==> config.mk <==
export PLATFORM = sky130hd
export DESIGN_NAME = psf_top
export DESIGN_NICKNAME = d
export VERILOG_FILES = /design/src/core/psf_pkg.sv /design/src/core/psf_top.sv /design/src/core/psf_pin_sync.sv
export VERILOG_INCLUDE_DIRS = /design/src /design/src/core
export SDC_FILE = /design/constraint.sdc
export NUM_CORES = 1
export LEC_CHECK = 0
export BUFFER_PORTS_ARGS = -buffer_cell sky130_fd_sc_hd__buf_2
export CAP_MARGIN = 5
export CORE_MARGIN = 1.5
export CORE_UTILIZATION = 52
export DETAILED_ROUTE_END_ITERATION = 6
export GPL_TIMING_DRIVEN = 0
export PLACE_DENSITY = 0.87
export SYNTH_ARGS = -nofsm -noshare
export SYNTH_HDL_FRONTEND = slang
export SYNTH_SLANG_ARGS = --single-unit
==> constraint.sdc <==
create_clock -name hclk -period 1.79 [get_ports hclk]
set_clock_uncertainty 0.1 [all_clocks]
set_input_delay 0.358 -clock hclk [delete_from_list [all_inputs] [get_ports hclk]]
set_output_delay 0.358 -clock hclk [all_outputs]
set_load 0.01 [all_outputs]
==> src/core/psf_map.svh <==
// register offsets, bit positions and reset values of the status flag bank
`ifndef PSF_MAP_SVH
`define PSF_MAP_SVH

// ****************************************
// register byte offsets (address bits 7:0)
// ****************************************
`define PSF_A_SER_A   8'h00
`define PSF_A_SER_B   8'h04
`define PSF_A_TXHOLD  8'h08
`define PSF_A_RXHOLD  8'h0c
`define PSF_A_P6CS    8'h10
`define PSF_A_P6DAT   8'h14
`define PSF_A_T1_A    8'h18
`define PSF_A_T1_B    8'h1c
`define PSF_A_FRC_HI  8'h20
`define PSF_A_FRC_LO  8'h24
`define PSF_A_ICR_HI  8'h28
`define PSF_A_ICR_LO  8'h2c
`define PSF_A_OC1_HI  8'h30
`define PSF_A_OC1_LO  8'h34
`define PSF_A_OC2_HI  8'h38
`define PSF_A_OC2_LO  8'h3c
`define PSF_A_T2CS    8'h40
`define PSF_A_T2CON   8'h44
`define PSF_A_IRQ_ST  8'h48
`define PSF_A_IRQ_CLR 8'h4c
`define PSF_A_IRQ_EN  8'h50

// ****************************************
// flag indices in the flag vector
// ****************************************
`define PSF_F_TXE  0
`define PSF_F_RXF  1
`define PSF_F_RX_OVERRUN_OR_FRAME_ERR 2
`define PSF_F_PER  3
`define PSF_F_STB  4
`define PSF_F_CAP  5
`define PSF_F_CMP1 6
`define PSF_F_CMP2 7
`define PSF_F_WRAP 8
`define PSF_F_T2M  9
`define PSF_NFLAG  10

// ****************************************
// bit positions inside status registers
// ****************************************
`define PSF_B_HI    7
`define PSF_B_MID   6
`define PSF_B_LO    5
`define PSF_B_PER   4
`define PSF_B_PARON 2
`define PSF_B_TXEN  1
`define PSF_B_ASYNC 0
`define PSF_B_EDGE  1

// ****************************************
// reset values and constants
// ****************************************
`define PSF_FLAG_RST 10'h001
`define PSF_ZERO8    8'h00
`define PSF_ZERO16   16'h0000
`define PSF_ZERO32   32'h0000_0000
`define PSF_ONE16    16'h0001
`define PSF_ONE8     8'h01
`define PSF_FRC_TOP  16'hffff

`endif

==> src/core/psf_pkg.sv <==
// types shared by the status flag bank files
package psf_pkg;

	// state of the pin synchroniser
	typedef struct packed {
		logic [1:0] s1;
		logic [1:0] s2;
		logic [1:0] s3;
	} psf_sync_s;

	// state of the flag bank
	typedef struct packed {
		logic        ap_rd;
		logic        ap_wr;
		logic [7:0]  ap_addr;
		logic [31:0] rdata;
		logic        ready;
		logic        irq;
		logic [9:0]  flag;
		logic [9:0]  arm;
		logic [9:0]  sts;
		logic [9:0]  en;
		logic        async_md;
		logic        tx_en;
		logic        par_on;
		logic        edge_sel;
		logic        stuck;
		logic        pend;
		logic [7:0]  txd;
		logic [7:0]  rxd;
		logic [7:0]  pdat;
		logic [7:0]  t2_up_count;
		logic [7:0]  t2con;
		logic [15:0] free_counter;
		logic [15:0] capture_reg;
		logic [15:0] compare1_reg;
		logic [15:0] compare2_reg;
		logic        wrap_pend;
	} psf_state_s;

endpackage

==> src/core/psf_top.sv <==
// status flag bank for timer 1, timer 2, serial and handshake port over AHB-Lite
//
// Behaviour
// - tx_hold_empty set by load in async, shifter empty in sync, reset
// - armed tx_hold_reg write clears tx_hold_empty
// - sync disable with data pending locks transmit
// - strobe fall sets flag; armed port access clears
// - capture edge copies counter, sets capture flag
// - armed capture_reg_hi read clears capture flag
// - compare1 match sets; armed compare1 write clears
// - compare2 match sets; only timer b arms
// - wrap flag set cycle after counter top
// - timer2 match sets; write zero clears
// - received byte sets full; armed read clears
// - async frame error or overrun sets error flag
// - async parity error sets fault; only serial b arms
// - serial flags other than parity fault mirrored in both serial statuses
`timescale 1ns/100ps
`include "psf_map.svh"

module psf_top (
	input  wire logic        hclk,
	input  wire logic        hresetn,
	input  wire logic        hsel,
	input  wire logic [31:0] haddr,
	input  wire logic [1:0]  htrans,
	input  wire logic        hwrite,
	input  wire logic [2:0]  hsize,
	input  wire logic [31:0] hwdata,
	input  wire logic        hready,
	output logic      [31:0] hrdata,
	output logic             hreadyout,
	output logic             hresp,
	output logic             irq,
	input  wire logic        strobe_in_pin,
	input  wire logic        capture_in_pin,
	input  wire logic        tx_load,
	input  wire logic        tx_shift_empty,
	input  wire logic        rx_xfer,
	input  wire logic [7:0]  rx_byte,
	input  wire logic        rx_stop_zero,
	input  wire logic        rx_parity_bad,
	output logic      [7:0]  tx_data,
	output logic             tx_send,
	output logic      [7:0]  port_data
);

	psf_pkg::psf_state_s s_r;
	psf_pkg::psf_state_s s_nxt;

	logic [1:0] pin_rise;
	logic [1:0] pin_fall;

	// ****************************************
	// pin synchronisers
	// ****************************************
	psf_pin_sync u_sync (
		.hclk    (hclk),
		.hresetn (hresetn),
		.pin     ({capture_in_pin, strobe_in_pin}),
		.rise    (pin_rise),
		.fall    (pin_fall)
	);

	// ****************************************
	// decode helpers
	// ****************************************

	// serial flags as they sit in the top bits of either serial status
	function automatic logic [7:0] ser_bits(input logic [9:0] f);
		logic [7:0] b;
		b                = `PSF_ZERO8;
		b[`PSF_B_HI]     = f[`PSF_F_RXF];
		b[`PSF_B_MID]    = f[`PSF_F_RX_OVERRUN_OR_FRAME_ERR];
		b[`PSF_B_LO]     = f[`PSF_F_TXE];
		return b;
	endfunction

	// flag mask of a single flag index
	function automatic logic [9:0] fbit(input int idx);
		logic [9:0] m;
		m      = '0;
		m[idx] = 1'b1;
		return m;
	endfunction

	// flags that a serial status read may arm; both serial statuses share them
	function automatic logic [9:0] ser_mask();
		logic [9:0] m;
		m = fbit(`PSF_F_TXE) | fbit(`PSF_F_RXF) | fbit(`PSF_F_RX_OVERRUN_OR_FRAME_ERR);
		return m;
	endfunction

	// flags that a receive hold read may clear once armed
	function automatic logic [9:0] rx_mask();
		logic [9:0] m;
		m = fbit(`PSF_F_RXF) | fbit(`PSF_F_RX_OVERRUN_OR_FRAME_ERR) | fbit(`PSF_F_PER);
		return m;
	endfunction

	// ****************************************
	// next-state logic
	// ****************************************
	// bus strobes, decoded addresses and per-cycle flag masks
	logic        rd_now;
	logic        wr_now;
	logic [7:0]  ra;
	logic [7:0]  wa;
	logic [7:0]  wd;
	logic [9:0]  ev;
	logic [9:0]  rdarm;
	logic [9:0]  clr;
	logic [31:0] rv;
	logic [15:0] ocw1;
	logic [15:0] ocw2;

	always_comb begin
		// defaults: hold state, no events, no arming, no clears
		s_nxt  = s_r;
		ev     = '0;
		rdarm  = '0;
		clr    = '0;
		rv     = `PSF_ZERO32;
		ra     = haddr[7:0];
		wa     = s_r.ap_addr;
		wd     = hwdata[7:0];
		ocw1   = s_r.compare1_reg;
		ocw2   = s_r.compare2_reg;
		rd_now = hsel & hready & htrans[1] & ~hwrite;
		wr_now = s_r.ap_wr;

		// address phase capture; the slave never waits
		s_nxt.ap_wr   = hsel & hready & htrans[1] & hwrite;
		s_nxt.ap_rd   = rd_now;
		s_nxt.ap_addr = ra;
		s_nxt.ready   = 1'b1;

		// ****************************************
		// read decode, taken at the address phase
		// ****************************************
		// clear-on-read side effects act at this same edge
		if (rd_now) begin
			unique case (ra)
				`PSF_A_SER_A: begin
					rv[7:0] = ser_bits(s_r.flag);
					rv[`PSF_B_TXEN]  = s_r.tx_en;
					rv[`PSF_B_ASYNC] = s_r.async_md;
					rdarm = ser_mask();
				end
				`PSF_A_SER_B: begin
					rv[7:0] = ser_bits(s_r.flag);
					rv[`PSF_B_PER]   = s_r.flag[`PSF_F_PER];
					rv[`PSF_B_PARON] = s_r.par_on;
					rdarm = ser_mask() | fbit(`PSF_F_PER);
				end
				`PSF_A_TXHOLD: rv[7:0] = s_r.txd;
				`PSF_A_RXHOLD: begin
					rv[7:0] = s_r.rxd;
					clr = s_r.arm & rx_mask();
				end
				`PSF_A_P6CS: begin
					rv[`PSF_B_HI] = s_r.flag[`PSF_F_STB];
					rdarm = fbit(`PSF_F_STB);
				end
				`PSF_A_P6DAT: begin
					rv[7:0] = s_r.pdat;
					clr = s_r.arm & fbit(`PSF_F_STB);
				end
				`PSF_A_T1_A: begin
					rv[`PSF_B_HI]   = s_r.flag[`PSF_F_CAP];
					rv[`PSF_B_MID]  = s_r.flag[`PSF_F_CMP1];
					rv[`PSF_B_LO]   = s_r.flag[`PSF_F_WRAP];
					rv[`PSF_B_EDGE] = s_r.edge_sel;
					rdarm = fbit(`PSF_F_CAP) | fbit(`PSF_F_CMP1) | fbit(`PSF_F_WRAP);
				end
				`PSF_A_T1_B: begin
					rv[`PSF_B_HI]  = s_r.flag[`PSF_F_CAP];
					rv[`PSF_B_MID] = s_r.flag[`PSF_F_CMP1];
					rv[`PSF_B_LO]  = s_r.flag[`PSF_F_CMP2];
					rdarm = fbit(`PSF_F_CAP) | fbit(`PSF_F_CMP1) | fbit(`PSF_F_CMP2);
				end
				`PSF_A_FRC_HI: begin
					rv[7:0] = s_r.free_counter[15:8];
					clr = s_r.arm & fbit(`PSF_F_WRAP);
				end
				`PSF_A_FRC_LO: rv[7:0] = s_r.free_counter[7:0];
				`PSF_A_ICR_HI: begin
					rv[7:0] = s_r.capture_reg[15:8];
					clr = s_r.arm & fbit(`PSF_F_CAP);
				end
				`PSF_A_ICR_LO: rv[7:0] = s_r.capture_reg[7:0];
				`PSF_A_OC1_HI: rv[7:0] = s_r.compare1_reg[15:8];
				`PSF_A_OC1_LO: rv[7:0] = s_r.compare1_reg[7:0];
				`PSF_A_OC2_HI: rv[7:0] = s_r.compare2_reg[15:8];
				`PSF_A_OC2_LO: rv[7:0] = s_r.compare2_reg[7:0];
				`PSF_A_T2CS:   rv[`PSF_B_HI] = s_r.flag[`PSF_F_T2M];
				`PSF_A_T2CON:  rv[7:0] = s_r.t2con;
				`PSF_A_IRQ_ST: rv[9:0] = s_r.sts;
				`PSF_A_IRQ_EN: rv[9:0] = s_r.en;
				default:       rv = `PSF_ZERO32;
			endcase
		end
		s_nxt.rdata = rv;

		// ****************************************
		// write decode, taken at the data phase
		// ****************************************
		// clears below only reach flags armed by a status read, except the timer 2 match clear
		if (wr_now) begin
			unique case (wa)
				`PSF_A_SER_A: begin
					// sync mode drop of enable with data pending locks the path
					if (!s_r.async_md && s_r.tx_en && !wd[`PSF_B_TXEN]
						&& !s_r.flag[`PSF_F_TXE]) begin
						s_nxt.stuck = 1'b1;
					end
					s_nxt.tx_en    = wd[`PSF_B_TXEN];
					s_nxt.async_md = wd[`PSF_B_ASYNC];
				end
				`PSF_A_SER_B: s_nxt.par_on = wd[`PSF_B_PARON];
				`PSF_A_TXHOLD: begin
					s_nxt.txd = wd;
					clr = clr | (s_r.arm & fbit(`PSF_F_TXE));
					if (s_r.tx_en && !s_r.stuck) begin
						s_nxt.pend = 1'b1;
					end
				end
				`PSF_A_P6DAT: begin
					s_nxt.pdat = wd;
					clr = clr | (s_r.arm & fbit(`PSF_F_STB));
				end
				`PSF_A_T1_A: s_nxt.edge_sel = wd[`PSF_B_EDGE];
				`PSF_A_OC1_HI: begin
					ocw1[15:8] = wd;
					clr = clr | (s_r.arm & fbit(`PSF_F_CMP1));
				end
				`PSF_A_OC1_LO: begin
					ocw1[7:0] = wd;
					clr = clr | (s_r.arm & fbit(`PSF_F_CMP1));
				end
				`PSF_A_OC2_HI: begin
					ocw2[15:8] = wd;
					clr = clr | (s_r.arm & fbit(`PSF_F_CMP2));
				end
				`PSF_A_OC2_LO: begin
					ocw2[7:0] = wd;
					clr = clr | (s_r.arm & fbit(`PSF_F_CMP2));
				end
				`PSF_A_T2CS: begin
					if (!wd[`PSF_B_HI] && s_r.flag[`PSF_F_T2M]) begin
						clr = clr | fbit(`PSF_F_T2M);
					end
				end
				`PSF_A_T2CON:   s_nxt.t2con = wd;
				`PSF_A_IRQ_CLR: s_nxt.sts = s_r.sts & ~hwdata[9:0];
				`PSF_A_IRQ_EN:  s_nxt.en = hwdata[9:0];
				default: ;
			endcase
		end
		// compare registers take whichever byte was written above
		s_nxt.compare1_reg = ocw1;
		s_nxt.compare2_reg = ocw2;

		// ****************************************
		// event sources
		// ****************************************
		// transmit side events; a lock holds off the shifter-empty set until reset
		if (tx_load) begin
			s_nxt.pend = 1'b0;
		end
		ev[`PSF_F_TXE] = s_r.async_md ? tx_load
			: (tx_shift_empty & ~s_r.stuck);

		// receive side events, errors only in asynchronous mode
		// an overrun keeps the newer byte in the hold register
		if (rx_xfer) begin
			s_nxt.rxd = rx_byte;
		end
		ev[`PSF_F_RXF]  = rx_xfer;
		ev[`PSF_F_RX_OVERRUN_OR_FRAME_ERR] = s_r.async_md & (rx_stop_zero
			| (rx_xfer & s_r.flag[`PSF_F_RXF]));
		ev[`PSF_F_PER]  = s_r.async_md & s_r.par_on & rx_parity_bad;

		// handshake strobe and input capture
		// pin edges reach here two cycles after the pin moves
		ev[`PSF_F_STB] = pin_fall[0];
		ev[`PSF_F_CAP] = s_r.edge_sel ? pin_rise[1] : pin_fall[1];
		if (ev[`PSF_F_CAP]) begin
			s_nxt.capture_reg = s_r.free_counter;
		end

		// free counter, compares and the wrap flag one cycle after the top
		s_nxt.free_counter       = s_r.free_counter + `PSF_ONE16;
		s_nxt.wrap_pend = (s_r.free_counter == `PSF_FRC_TOP);
		ev[`PSF_F_WRAP] = s_r.wrap_pend;
		ev[`PSF_F_CMP1] = (s_r.compare1_reg == s_r.free_counter);
		ev[`PSF_F_CMP2] = (s_r.compare2_reg == s_r.free_counter);

		// reloadable timer 2
		if (s_r.t2_up_count == s_r.t2con) begin
			ev[`PSF_F_T2M] = 1'b1;
			s_nxt.t2_up_count    = `PSF_ZERO8;
		end else begin
			s_nxt.t2_up_count = s_r.t2_up_count + `PSF_ONE8;
		end

		// ****************************************
		// flag update
		// ****************************************
		// flags: set wins over clear; arms only track flags seen as 1
		s_nxt.flag = (s_r.flag & ~clr) | ev;
		s_nxt.arm  = (s_r.arm & ~clr) | (rdarm & s_r.flag);

		// sticky interrupt status, set wins over a clear write
		// the level output lags the status by one cycle
		s_nxt.sts  = s_nxt.sts | ev;
		s_nxt.irq  = |(s_r.sts & s_r.en);
	end

	// ****************************************
	// state register
	// ****************************************
	always_ff @(posedge hclk or negedge hresetn) begin
		if (!hresetn) begin
			s_r      <= '0;
			s_r.flag <= `PSF_FLAG_RST;
		end else begin
			s_r <= s_nxt;
		end
	end

	// ****************************************
	// outputs
	// ****************************************
	// bus side, all straight from the state register
	assign hrdata    = s_r.rdata;
	assign hreadyout = s_r.ready;
	assign hresp     = 1'b0 & s_r.ready;
	assign irq       = s_r.irq;

	// far side of the serial shifter and the handshake port
	assign tx_data   = s_r.txd;
	assign tx_send   = s_r.pend;
	assign port_data = s_r.pdat;

endmodule

==> src/core/psf_pin_sync.sv <==
// two-stage synchroniser with edge detect for the strobe and capture pins
`timescale 1ns/100ps
`include "psf_map.svh"

module psf_pin_sync (
	input  wire logic       hclk,
	input  wire logic       hresetn,
	input  wire logic [1:0] pin,
	output logic      [1:0] rise,
	output logic      [1:0] fall
);

	psf_pkg::psf_sync_s s_r;
	psf_pkg::psf_sync_s s_nxt;

	// ****************************************
	// synchroniser chain
	// ****************************************
	// s1 only feeds s2; edges are taken between s2 and s3
	always_comb begin
		s_nxt    = s_r;
		s_nxt.s1 = pin;
		s_nxt.s2 = s_r.s1;
		s_nxt.s3 = s_r.s2;
	end

	always_ff @(posedge hclk or negedge hresetn) begin
		if (!hresetn) begin
			s_r <= '0;
		end else begin
			s_r <= s_nxt;
		end
	end

	// one-cycle edge pulses
	assign rise = s_r.s2 & ~s_r.s3;
	assign fall = ~s_r.s2 & s_r.s3;

endmodule

==> flow_summary_export.csv, run 1 <==
group,metric,value,unit
clock_tree,cts-buffers-inserted,17,
final_layout,ff_latch_area,4440,um^2
pwr,p_total,9.38,mW
pwr,ir_worst_vdd,0.701,mV
clock_tree,cts_max_level,4,
route,ant_nets,0,
clock_tree,worstSkewPairLatency,0.44,ns
placed_design,dp_cells,1120,
timing,fin_ws,-0.113,ns
route,drt_first_pass_iters,6,
synth,synth-seq-cells,177,
status,violations,"negative setup slack",
placed_design,io_buffers,64,
clock_tree,cts_tree,"built",
synth,avgSynthCellArea,11.2,um^2
route,vias,7454,
floorplan,core,17200,um^2
final_layout,drive_above_1_share,40.7,%
critical_path,cp_max_fo,10,
placed_design,dpl.hpwl,21.3,mm
floorplan,die-area,18300,um^2
clock_tree,cts_root_buf,"clkbuf_16",
clock_tree,clk_pin_slew,0.07,ns
final_layout,fin_cells,1179,
final_layout,final_nets,1031,
timing,holdWs,0.0116,ns
final_layout,fin_util,65.6,%
floorplan,fp.dieW,135,um
critical_path,r2r-start,"wa[1]$_DFF_PN0_",
floorplan,start_util,52.9,%
timing,relSlewSlack,46.3,%
synth,yosysWarningCount,0,
synth,synth_most_common_cell,"dfrtp_1",
final_layout,multi_input_area,4520,um^2
route,drc,0,
timing,fin_crit,1.90,ns
global_route,gr-usage-all-layers,33.9,%
floorplan,io_pins,141,
route,wirelength,30.7,mm
pwr,leakage,5.04,nW
clock_tree,cts.path.max_buffers,2,
global_route,antenna_found_initial,1,
critical_path,r2r_end,"s_r[116]$_DFFE_PN0P_",
global_route,grt_pass1_vias,6999,
timing,fin_crit_sh,106,%
placed_design,place_congestion,1.01,
timing,setup_viol,55,
critical_path,worstSetupPathType,"reg2reg",
synth,synth_top_flop_cell,"dfrtp_1",
synth,synth_top_area_share,48.5,%
critical_path,r2r_setup_slack,-0.11,ns
floorplan,rows,48,
clock_tree,clkSinkCount,177,
route,detail_route.wl_per_cell,26.0,um
critical_path,crit_path_start_kind,"flop",
timing,rsz0062_at_grt,"yes",
timing,finalMaxSlewViolations,0,
timing,tightestPinTransition,0.806,ns
synth,postSynth.asyncResetShare,100,%
critical_path,required,2.01,ns
critical_path,rr_worst_depth,6,
final_layout,area_growth,23.9,%
critical_path,startpoint,"wa[1]$_DFF_PN0_",
global_route,grt_max_degree,91,
min_path,min_path_cells,2,
synth,synthesis.instances,808,
job,drv_cap,0,
synth,synth_cell_type_count,68,
synth,synthTopCellsByArea,"dfrtp_1 48%, mux2_2 12%, xnor2_1 4.9%",
route,drt-vias-per-instance,6.32,
critical_path,end_kind,"flop",
synth,synth-edff-count,0,
synth,yosys.area.top_type,"dfrtp_1",
timing,max_freq,0.525,GHz
route,drtIter0Drc,856,
critical_path,crit_end,"s_r[116]$_DFFE_PN0P_",
synth,synth_area,9090,um^2
synth,yosys-top-cells-count,"176 x dfrtp_1, 99 x mux2_2, 57 x nand2_1",
min_path,min_path_type,"in2reg",
timing,finalHoldViolCount,0,
final_layout,nFillCells,1306,
global_route,grt_pass1_wl,44.3,mm
global_route,grt_overflow_total,0,
status,status,"finished with violations",
pwr,p_per_area,833,nW/um^2
synth,ys_seq_area_share,48.8,%
critical_path,cp.arrival,2.12,ns
floorplan,fp.dieH,135,um
## layout make-up
class,count,share of cell area [%]
timing repair buffer,108,6.82
antenna,1,0.0222
sequential,177,39.5
clock buffer,18,3.81
clock inverter,14,1.30
multi-input combinational,545,40.2
inverter,9,0.300
tap,225,2.50
buffer,82,5.62
## registers in the layout, summed over array words and instances, names as in the netlist
register      cells
u_sync.s_nxt      4
irq               1
hreadyout         1
tx_send           1
s_r             132
u_sync.s_r        2
hrdata           10
wr_now            1
port_data         8
ev                1
wa                8
tx_data           8
## metal layers
metal | wire [um] | global-route usage [%] | vias to the layer above
li1 | - | - | 3131
met1 | 12000 | 43.7 | 3717
met2 | 14100 | 52.0 | 499
met3 | 3070 | 9.13 | 107
met4 | 1510 | 18.8 | 0
met5 | 0 | 0 | -
## what timing repair did
item | CTS | global route
gates cloned | 0 | 1
setup buffers | 17 | 19
hold endpoints to repair | 93 | 0
pin swaps | 16 | 20
gates resized for setup | 70 | 70
setup endpoints to repair | 122 | 105
hold buffers | 6 | 0
## cell usage in the layout, fill, tap and decap left out, drive strengths merged, types with 9 or more instances in the layout
cell type,netlist,layout
conb,2,24
nor2b,10,10
a22o,10,10
nor4,9,9
o21ai,15,15
a21oi,17,17
mux2,99,99
a21o,11,11
a22oi,18,18
dfrtp,176,176
nor2,38,38
inv,9,16
xor2,9,9
a31oi,12,12
buf,76,173
nand2,57,57
mux2i,9,9
and3,14,14
nor3,9,9
nand4,15,15
nand3,33,33
xnor2,51,51
clkbuf,23,29
## logic make-up after synthesis
family / after synthesis / synth area share, %
compound gates: 131 / 10.7
xor+xnor: 60 / 5.78
fa+ha+maj: 2 / 0.275
buf+inv: 108 / 7.08
flops: 177 / 48.8
mux: 109 / 13.5
other cells: 2 / 0.0826
simple gates: 219 / 13.9
## worst max-delay path, stage by stage (launching register included)
cell	delay, ns
dfrtp_1	0.41
nor4b_4	0.30
buf_4	0.18
nand2b_4	0.07
nor4_4	0.19
buf_12	0.18
mux2_2	0.34
## worst min path at each step
stage	start	end	slack, ns
floorplan	hresetn	ev[8]$_DFF_PN0_	-0.04
global placement	u_sync.s_nxt[3]$_DFF_PN0_	u_sync.s_nxt[1]$_DFF_PN0_	0.23
detailed placement	u_sync.s_nxt[2]$_DFF_PN0_	u_sync.s_nxt[0]$_DFF_PN0_	0.24
CTS	haddr[5]	wa[5]$_DFF_PN0_	0.005
global route	haddr[5]	wa[5]$_DFF_PN0_	0.009
finish	tx_load	tx_send$_DFFE_PN0P_	0.01
## per-stage QoR
| stage | TNS [ns] | setup WS, ns | instance area (um^2) |
|---|---|---|---|
| finish | -3.12 | -0.113 | 11300 |
| global route | -6.39 | -0.192 | 11300 |
| CTS | -3.89 | -0.203 | 10900 |
| detailed placement | -35.53 | -1.03 | 9850 |
| global placement | -461.86 | -2.45 | 9810 |
| floorplan | -0.895 | -0.0876 | 9210 |
## where the power goes
part	internal (mW)	total [mW]	switching [mW]
combinational	0.543	1.19	0.650
sequential	4.22	4.48	0.262
clock	1.97	3.71	1.74
total	6.72	9.38	2.65
Note: power is estimated with default switching activity, not from simulation.
==> run 2, diff against run 1 <==
--- a/config.mk
+++ b/config.mk
@@ -7,12 +7,13 @@
 export NUM_CORES = 1
 export LEC_CHECK = 0
 export BUFFER_PORTS_ARGS = -buffer_cell sky130_fd_sc_hd__buf_2
-export CAP_MARGIN = 5
 export CORE_MARGIN = 1.5
-export CORE_UTILIZATION = 52
+export CORE_UTILIZATION = 53
+export CTS_BUF_LIST = sky130_fd_sc_hd__clkbuf_4
 export DETAILED_ROUTE_END_ITERATION = 6
 export GPL_TIMING_DRIVEN = 0
-export PLACE_DENSITY = 0.87
+export PLACE_DENSITY = 0.88
+export SETUP_SLACK_MARGIN = 0.1
 export SYNTH_ARGS = -nofsm -noshare
 export SYNTH_HDL_FRONTEND = slang
 export SYNTH_SLANG_ARGS = --single-unit
==> run 2 against run 1 <==
The flow finishes with violations (design-rule violations, negative setup slack). Fmax decreased by 7.7%. Sequential share of layout area down 1.1 points. Via count grew 3.7%. Sequential power hardly changed. Worst setup slack worse by 0.16 ns. Clock power decreased by 35%. Global-route usage is 1.5 points higher. Sequential cell count stayed put. Highest routed layer unchanged.
==> flow_summary_export.csv, run 2 (synthesis results as in run 1) <==
group,metric,value,unit
status,status,"finished with violations",
status,violations,"design-rule violations, negative setup slack",
pwr,p_total,8.13,mW
clock_tree,clkSinkCount,177,
floorplan,start_util,54.6,%
timing,fin_crit_sh,115,%
critical_path,end_kind,"flop",
pwr,p_per_area,700,nW/um^2
critical_path,slowest_stage,"dfrtp_1",
timing,relSlewSlack,47.5,%
global_route,grt_overflow_total,0,
route,wirelength,31.6,mm
min_path,hold_start,"hwdata[6]",
critical_path,worstSetupPathType,"reg2reg",
timing,setup_viol,79,
timing,max_freq,0.485,GHz
final_layout,fin_cells,1208,
global_route,grt_pass1_vias,7562,
route,drc,6,
global_route,grt_pass1_wl,46.3,mm
clock_tree,cts-buffers-inserted,17,
route,ant_nets,0,
timing,fin_crit,2.06,ns
job,drv_cap,0,
critical_path,startpoint,"wa[1]$_DFF_PN0_",
floorplan,core,16600,um^2
timing,rsz0062_at_grt,"yes",
route,drt_first_pass_iters,7,
clock_tree,cts.path.max_buffers,2,
global_route,grt_max_degree,108,
critical_path,slowest_delay,0.43,ns
final_layout,top_register,"s_r",
route,drt-vias-per-instance,6.40,
floorplan,die-area,17900,um^2
pwr,leakage,5.21,nW
clock_tree,cts_max_level,4,
timing,fin_ws,-0.271,ns
critical_path,required,2.21,ns
final_layout,fin_area,11600,um^2
critical_path,critPathBufInv,3,
critical_path,critPathTopFamily,"simple AND/OR/NAND/NOR gates",
timing,tightestPinTransition,0.787,ns
final_layout,ff_latch_area,4450,um^2
route,detail_route.wl_per_cell,26.2,um
final_layout,final_common_cell,"dfrtp_1",
critical_path,path_cells,"nor4b_4 -> buf_6 -> nand2b_4 -> nor4_4 -> buf_4 -> clkbuf_16 -> mux2_4",
placed_design,io_buffers,64,
final_layout,multi_input_area,4620,um^2
final_layout,final_nets,1065,
timing,finalMaxSlewViolations,0,
final_layout,drive_above_1_share,41.5,%
timing,finalHoldViolCount,0,
global_route,antenna_found_initial,1,
placed_design,place_area,9910,um^2
clock_tree,cts_tree,"built",
final_layout,layout_common_cells,"160 x dfrtp_1, 85 x buf_4, 64 x mux2_2",
pwr,ir_worst_vdd,0.739,mV
clock_tree,cts_root_buf,"clkbuf_4",
placed_design,dp_cells,1115,
critical_path,r2r-start,"wa[1]$_DFF_PN0_",
global_route,gr-usage-all-layers,35.4,%
floorplan,io_pins,141,
route,vias,7732,
placed_design,place_congestion,1.04,
floorplan,fp.dieH,134,um
final_layout,nFillCells,1177,
route,drtIter0Drc,925,
timing,finalSetupTns,-11.36,ns
placed_design,dpl.hpwl,20.9,mm
clock_tree,worstSkewPairLatency,0.64,ns
min_path,min_path_type,"in2reg",
critical_path,crit_path_start_kind,"flop",
clock_tree,clk_pin_slew,0.19,ns
final_layout,largest_reg_flops,132,
final_layout,area_growth,27.8,%
floorplan,fp.dieW,134,um
critical_path,cp.arrival,2.48,ns
critical_path,cp_max_fo,5,
floorplan,rows,47,
-- run 2: cell types whose count changed in the layout (fill, tap and decap cells not counted), moves of 4 or more --
cell | before | now
buf_2 | 65 | 49
clkbuf_4 | 5 | 25
buf_4 | 90 | 85
a31oi_1 | 8 | 12
dfrtp_1 | 166 | 160
clkbuf_16 | 17 | 1
mux2_2 | 77 | 64
buf_6 | 7 | 44
mux2_4 | 22 | 35
xnor2_2 | 0 | 6
dfrtp_2 | 10 | 16
dlygate4sd3_1 | 6 | 26
xnor2_1 | 51 | 45
-- run 2: stage by stage --
stage | util [%] | setup slack [ns] | hold slack [ns]
6_report | 69.8 | -0.271 | 0.0532
5_1_grt | 69.8 | -0.311 | 0.0361
4_1_cts | 66.4 | -0.193 | 0.0369
3_5_place_dp | 59.5 | -0.886 | 0.239
3_3_place_gp | 59.3 | -2.70 | 0.235
2_1_floorplan | - | -0.0876 | -0.0376
-- run 2: layer usage --
metal  part of all wire [%]  GRT usage, %
met1                     39          46.2
met2                     45          53.6
met3                     10          11.0
met4                    5.6          17.6
met5                      0             0
-- run 2: area by class of cell --
| cell class | count | share of cell area (%) |
|---|---|---|
| multi-input combinational | 545 | 39.8 |
| sequential | 177 | 38.3 |
| timing repair buffer | 160 | 12.4 |
| buffer | 64 | 4.29 |
| tap | 220 | 2.37 |
| clock buffer | 20 | 1.29 |
| clock inverter | 12 | 1.24 |
| inverter | 9 | 0.291 |
| antenna | 1 | 0.0215 |
-- run 2: what timing repair did --
action                                 CTS  global route
pin swaps                               13            27
resized for setup                      101            74
buffers inserted                        31            36
setup endpoints to repair              147           137
gates cloned                             1             1
hold buffers                            26             0
endpoints found under the hold margin  100             0
-- run 2: power breakdown --
group	internal [mW]	total [mW]	switching, mW
logic	0.583	1.25	0.669
clock network	0.906	2.41	1.50
registers	4.22	4.47	0.259
total	5.70	8.13	2.43
-- run 2: final timing paths --
| path | cells past startpoint | slack, ns | end |
|---|---|---|---|
| setup / recovery | 7 | -0.27 | s_r[118]$_DFFE_PN0P_ |
| hold / removal | 3 | 0.05 | s_r[127]$_DFF_PN0_ |
| hold reg to reg | 0 | 0.27 | u_sync.s_nxt[0]$_DFF_PN0_ |
| setup reg to reg | 7 | -0.27 | s_r[118]$_DFFE_PN0P_ |
| min in group asynchronous | 2 | 0.14 | s_r[32]$_DFFE_PN0P_ |
| max in group asynchronous | 3 | 0.50 | hrdata[4]$_DFF_PN0_ |
-- run 2: worst reg2reg max path, stage by stage (launching register included) --
cell	delay, ns
dfrtp_1	0.43
nor4b_4	0.30
buf_6	0.17
nand2b_4	0.08
nor4_4	0.25
buf_4	0.18
clkbuf_16	0.16
mux2_4	0.30
==> run 3, diff against run 2 <==
--- a/config.mk
+++ b/config.mk
@@ -8,7 +8,7 @@
 export LEC_CHECK = 0
 export BUFFER_PORTS_ARGS = -buffer_cell sky130_fd_sc_hd__buf_2
 export CORE_MARGIN = 1.5
-export CORE_UTILIZATION = 53
+export CORE_UTILIZATION = 55
 export CTS_BUF_LIST = sky130_fd_sc_hd__clkbuf_4
 export DETAILED_ROUTE_END_ITERATION = 6
 export GPL_TIMING_DRIVEN = 0
==> constraint.sdc (replaced) <==
create_clock -name hclk -period 2.1 [get_ports hclk]
set_clock_uncertainty 0.1 [all_clocks]
set_input_delay 0.42 -clock hclk [delete_from_list [all_inputs] [get_ports hclk]]
set_output_delay 0.42 -clock hclk [all_outputs]
set_load 0.05 [all_outputs]
==> run 3 against run 2 <==
First-iteration DRC count down 4.9%. The flow finishes with violations (design-rule violations). Die area down 3.6%. Critical path type is now in2reg. Total power down 15%.
==> flow_summary_export.csv, run 3 (synthesis results as in run 1) <==
group,metric,value,unit
status,status,"finished with violations",
status,violations,"design-rule violations",
timing,finalMaxSlewViolations,0,
route,wl_met1,12.1,mm
floorplan,rows,46,
clock_tree,clkSinkCount,177,
clock_tree,cts_max_level,4,
timing,rsz0062_at_grt,"yes",
placed_design,dpl_worst_slack,-0.924,ns
floorplan,start_util,56.8,%
critical_path,crit_path_start_kind,"input pin",
min_path,min_path_type,"in2reg",
placed_design,place_area,9800,um^2
min_path,min_path_cells,3,
route,wl_met2,14.0,mm
floorplan,die-area,17300,um^2
route,vias,7356,
global_route,grt_max_degree,124,
clock_tree,cts_tree,"built",
route,drc,4,
route,drt_first_pass_iters,7,
final_layout,multi_input_area,4250,um^2
timing,fin_crit,2.03,ns
global_route,gr-usage-all-layers,35.0,%
pwr,ir_worst_vdd,0.605,mV
global_route,antenna_found_initial,1,
timing,setup_viol,0,
route,detail_route.wl_per_cell,25.6,um
floorplan,fp.dieW,132,um
global_route,grt_pass1_vias,7299,
pwr,p_per_area,654,nW/um^2
floorplan,fp.dieH,132,um
route,ant_nets,0,
placed_design,dpl.hpwl,21.1,mm
timing,fin_ws,0.0694,ns
final_layout,area_growth,17.0,%
timing,fin_crit_sh,96.7,%
min_path,min_to,"s_r[122]$_DFF_PN0_",
final_layout,final_common_cell,"dfrtp_1",
final_layout,nFillCells,1190,
critical_path,cp.arrival,2.39,ns
critical_path,end_kind,"flop",
floorplan,core,16000,um^2
critical_path,r2r_setup_slack,0.07,ns
timing,finalHoldViolCount,0,
clock_tree,cts.path.max_buffers,2,
final_layout,ff_latch_area,4430,um^2
min_path,hold_start,"hwdata[1]",
critical_path,worstSetupPathType,"in2reg",
final_layout,drive_above_1_share,34.3,%
route,drtIter0Drc,880,
route,met3_wirelength,2.40,mm
critical_path,r2r_end,"tx_data[7]$_DFFE_PN0P_",
global_route,grt_pass1_wl,44.8,mm
clock_tree,worstSkewPairLatency,0.61,ns
clock_tree,cts_root_buf,"clkbuf_4",
timing,max_freq,0.492,GHz
clock_tree,cts-buffers-inserted,17,
timing,tightestPinTransition,0.911,ns
final_layout,largest_reg_flops,132,
critical_path,required,2.46,ns
job,drv_cap,0,
pwr,leakage,4.81,nW
final_layout,final_nets,1040,
final_layout,top_register,"s_r",
critical_path,rr_worst_depth,4,
final_layout,layout_common_cells,"173 x dfrtp_1, 99 x mux2_2, 80 x buf_2",
route,top_layer,"met4",
critical_path,r2r-start,"wa[5]$_DFF_PN0_",
placed_design,io_buffers,64,
timing,relSlewSlack,39.3,%
placed_design,place_congestion,1.00,
route,wirelength,30.2,mm
critical_path,cp_max_fo,10,
global_route,grt_overflow_total,0,
clock_tree,clk_pin_slew,0.15,ns
final_layout,fin_area,10600,um^2
route,drt-vias-per-instance,6.24,
floorplan,io_pins,141,
-- run 3: changes by cell type in the layout (fill, tap and decap cells not counted), sizes merged --
| cell | change |
|---|---|
| buf | -34 |
| clkbuf | +8 |
| clkinv | +7 |
| inv | -3 |
| clkinvlp | -2 |
| dlygate4sd3 | -2 |
| bufinv | +1 |
-- run 3: through the flow --
stage | instances | hold slack (ns) | util, % | power [mW] | setup TNS [ns]
after floorplan | 830 | 0.0244 | - | 4.49 | 0
after global placement | 1110 | 0.235 | 61.0 | 4.81 | -401.04
after detailed placement | 1111 | 0.240 | 61.2 | 4.85 | -13.39
after CTS | 1174 | 0.00281 | 65.5 | 6.89 | 0
after global routing | 1179 | -0.000242 | 66.5 | 7.18 | 0
final | 1179 | 0.0163 | 66.5 | 6.95 | 0
-- run 3: final cells by class --
class / instances / share of cell area [%]
diodes: 1 / 0.0235
multi-input cells: 545 / 39.9
repair buffers: 104 / 6.99
well taps: 216 / 2.54
flip-flops and latches: 177 / 41.7
clock buffers: 17 / 1.20
inverters: 9 / 0.318
clock inverters: 15 / 1.55
plain buffers: 95 / 5.74
-- run 3: how the worst max path moves through the flow --
stage / from / endpoint / cells after the start
after floorplan: haddr[7] / s_r[145]$_DFF_PN0_ / 6
after global placement: hresetn / hreadyout$_DFF_PN0_ / 1
after detailed placement: haddr[1] / hrdata[6]$_DFF_PN0_ / 6
after CTS: haddr[4] / hrdata[6]$_DFF_PN0_ / 7
after global routing: wa[4]$_DFF_PN0_ / tx_data[7]$_DFFE_PN0P_ / 4
final: haddr[2] / hrdata[7]$_DFF_PN0_ / 7
-- run 3: report_power, final --
part	leakage, nW	total, mW	internal (mW)	switching, mW
sequential	2.24	3.83	3.59	0.240
combinational	2.41	1.08	0.441	0.635
clock	0.163	2.04	0.820	1.22
total	4.81	6.95	4.85	2.10
-- run 3: routing by layer --
| metal | GRT usage, % | up-vias |
|---|---|---|
| met1 | 45.7 | 3645 |
| li1 | - | 3148 |
| met4 | 18.6 | 0 |
| met2 | 54.6 | 452 |
| met3 | 7.64 | 111 |
| met5 | 0 | - |
-- run 3: critical path: stages --
cell	delay [ns]
buf_2	0.14
buf_2	0.32
clkbuf_1	0.56
mux2i_1	0.34
o2bb2ai_1	0.12
o21ai_0	0.30
a31oi_1	0.18
-- run 3: repair_timing --
action / 4_1_cts / 5_1_grt
endpoints found under the hold margin: 81 / 0
gates cloned: 0 / 0
pin swaps: 2 / 5
buffers inserted: 8 / 7
resized for setup: 14 / 30
hold buffers: 24 / 0
setup endpoints to repair: 57 / 88
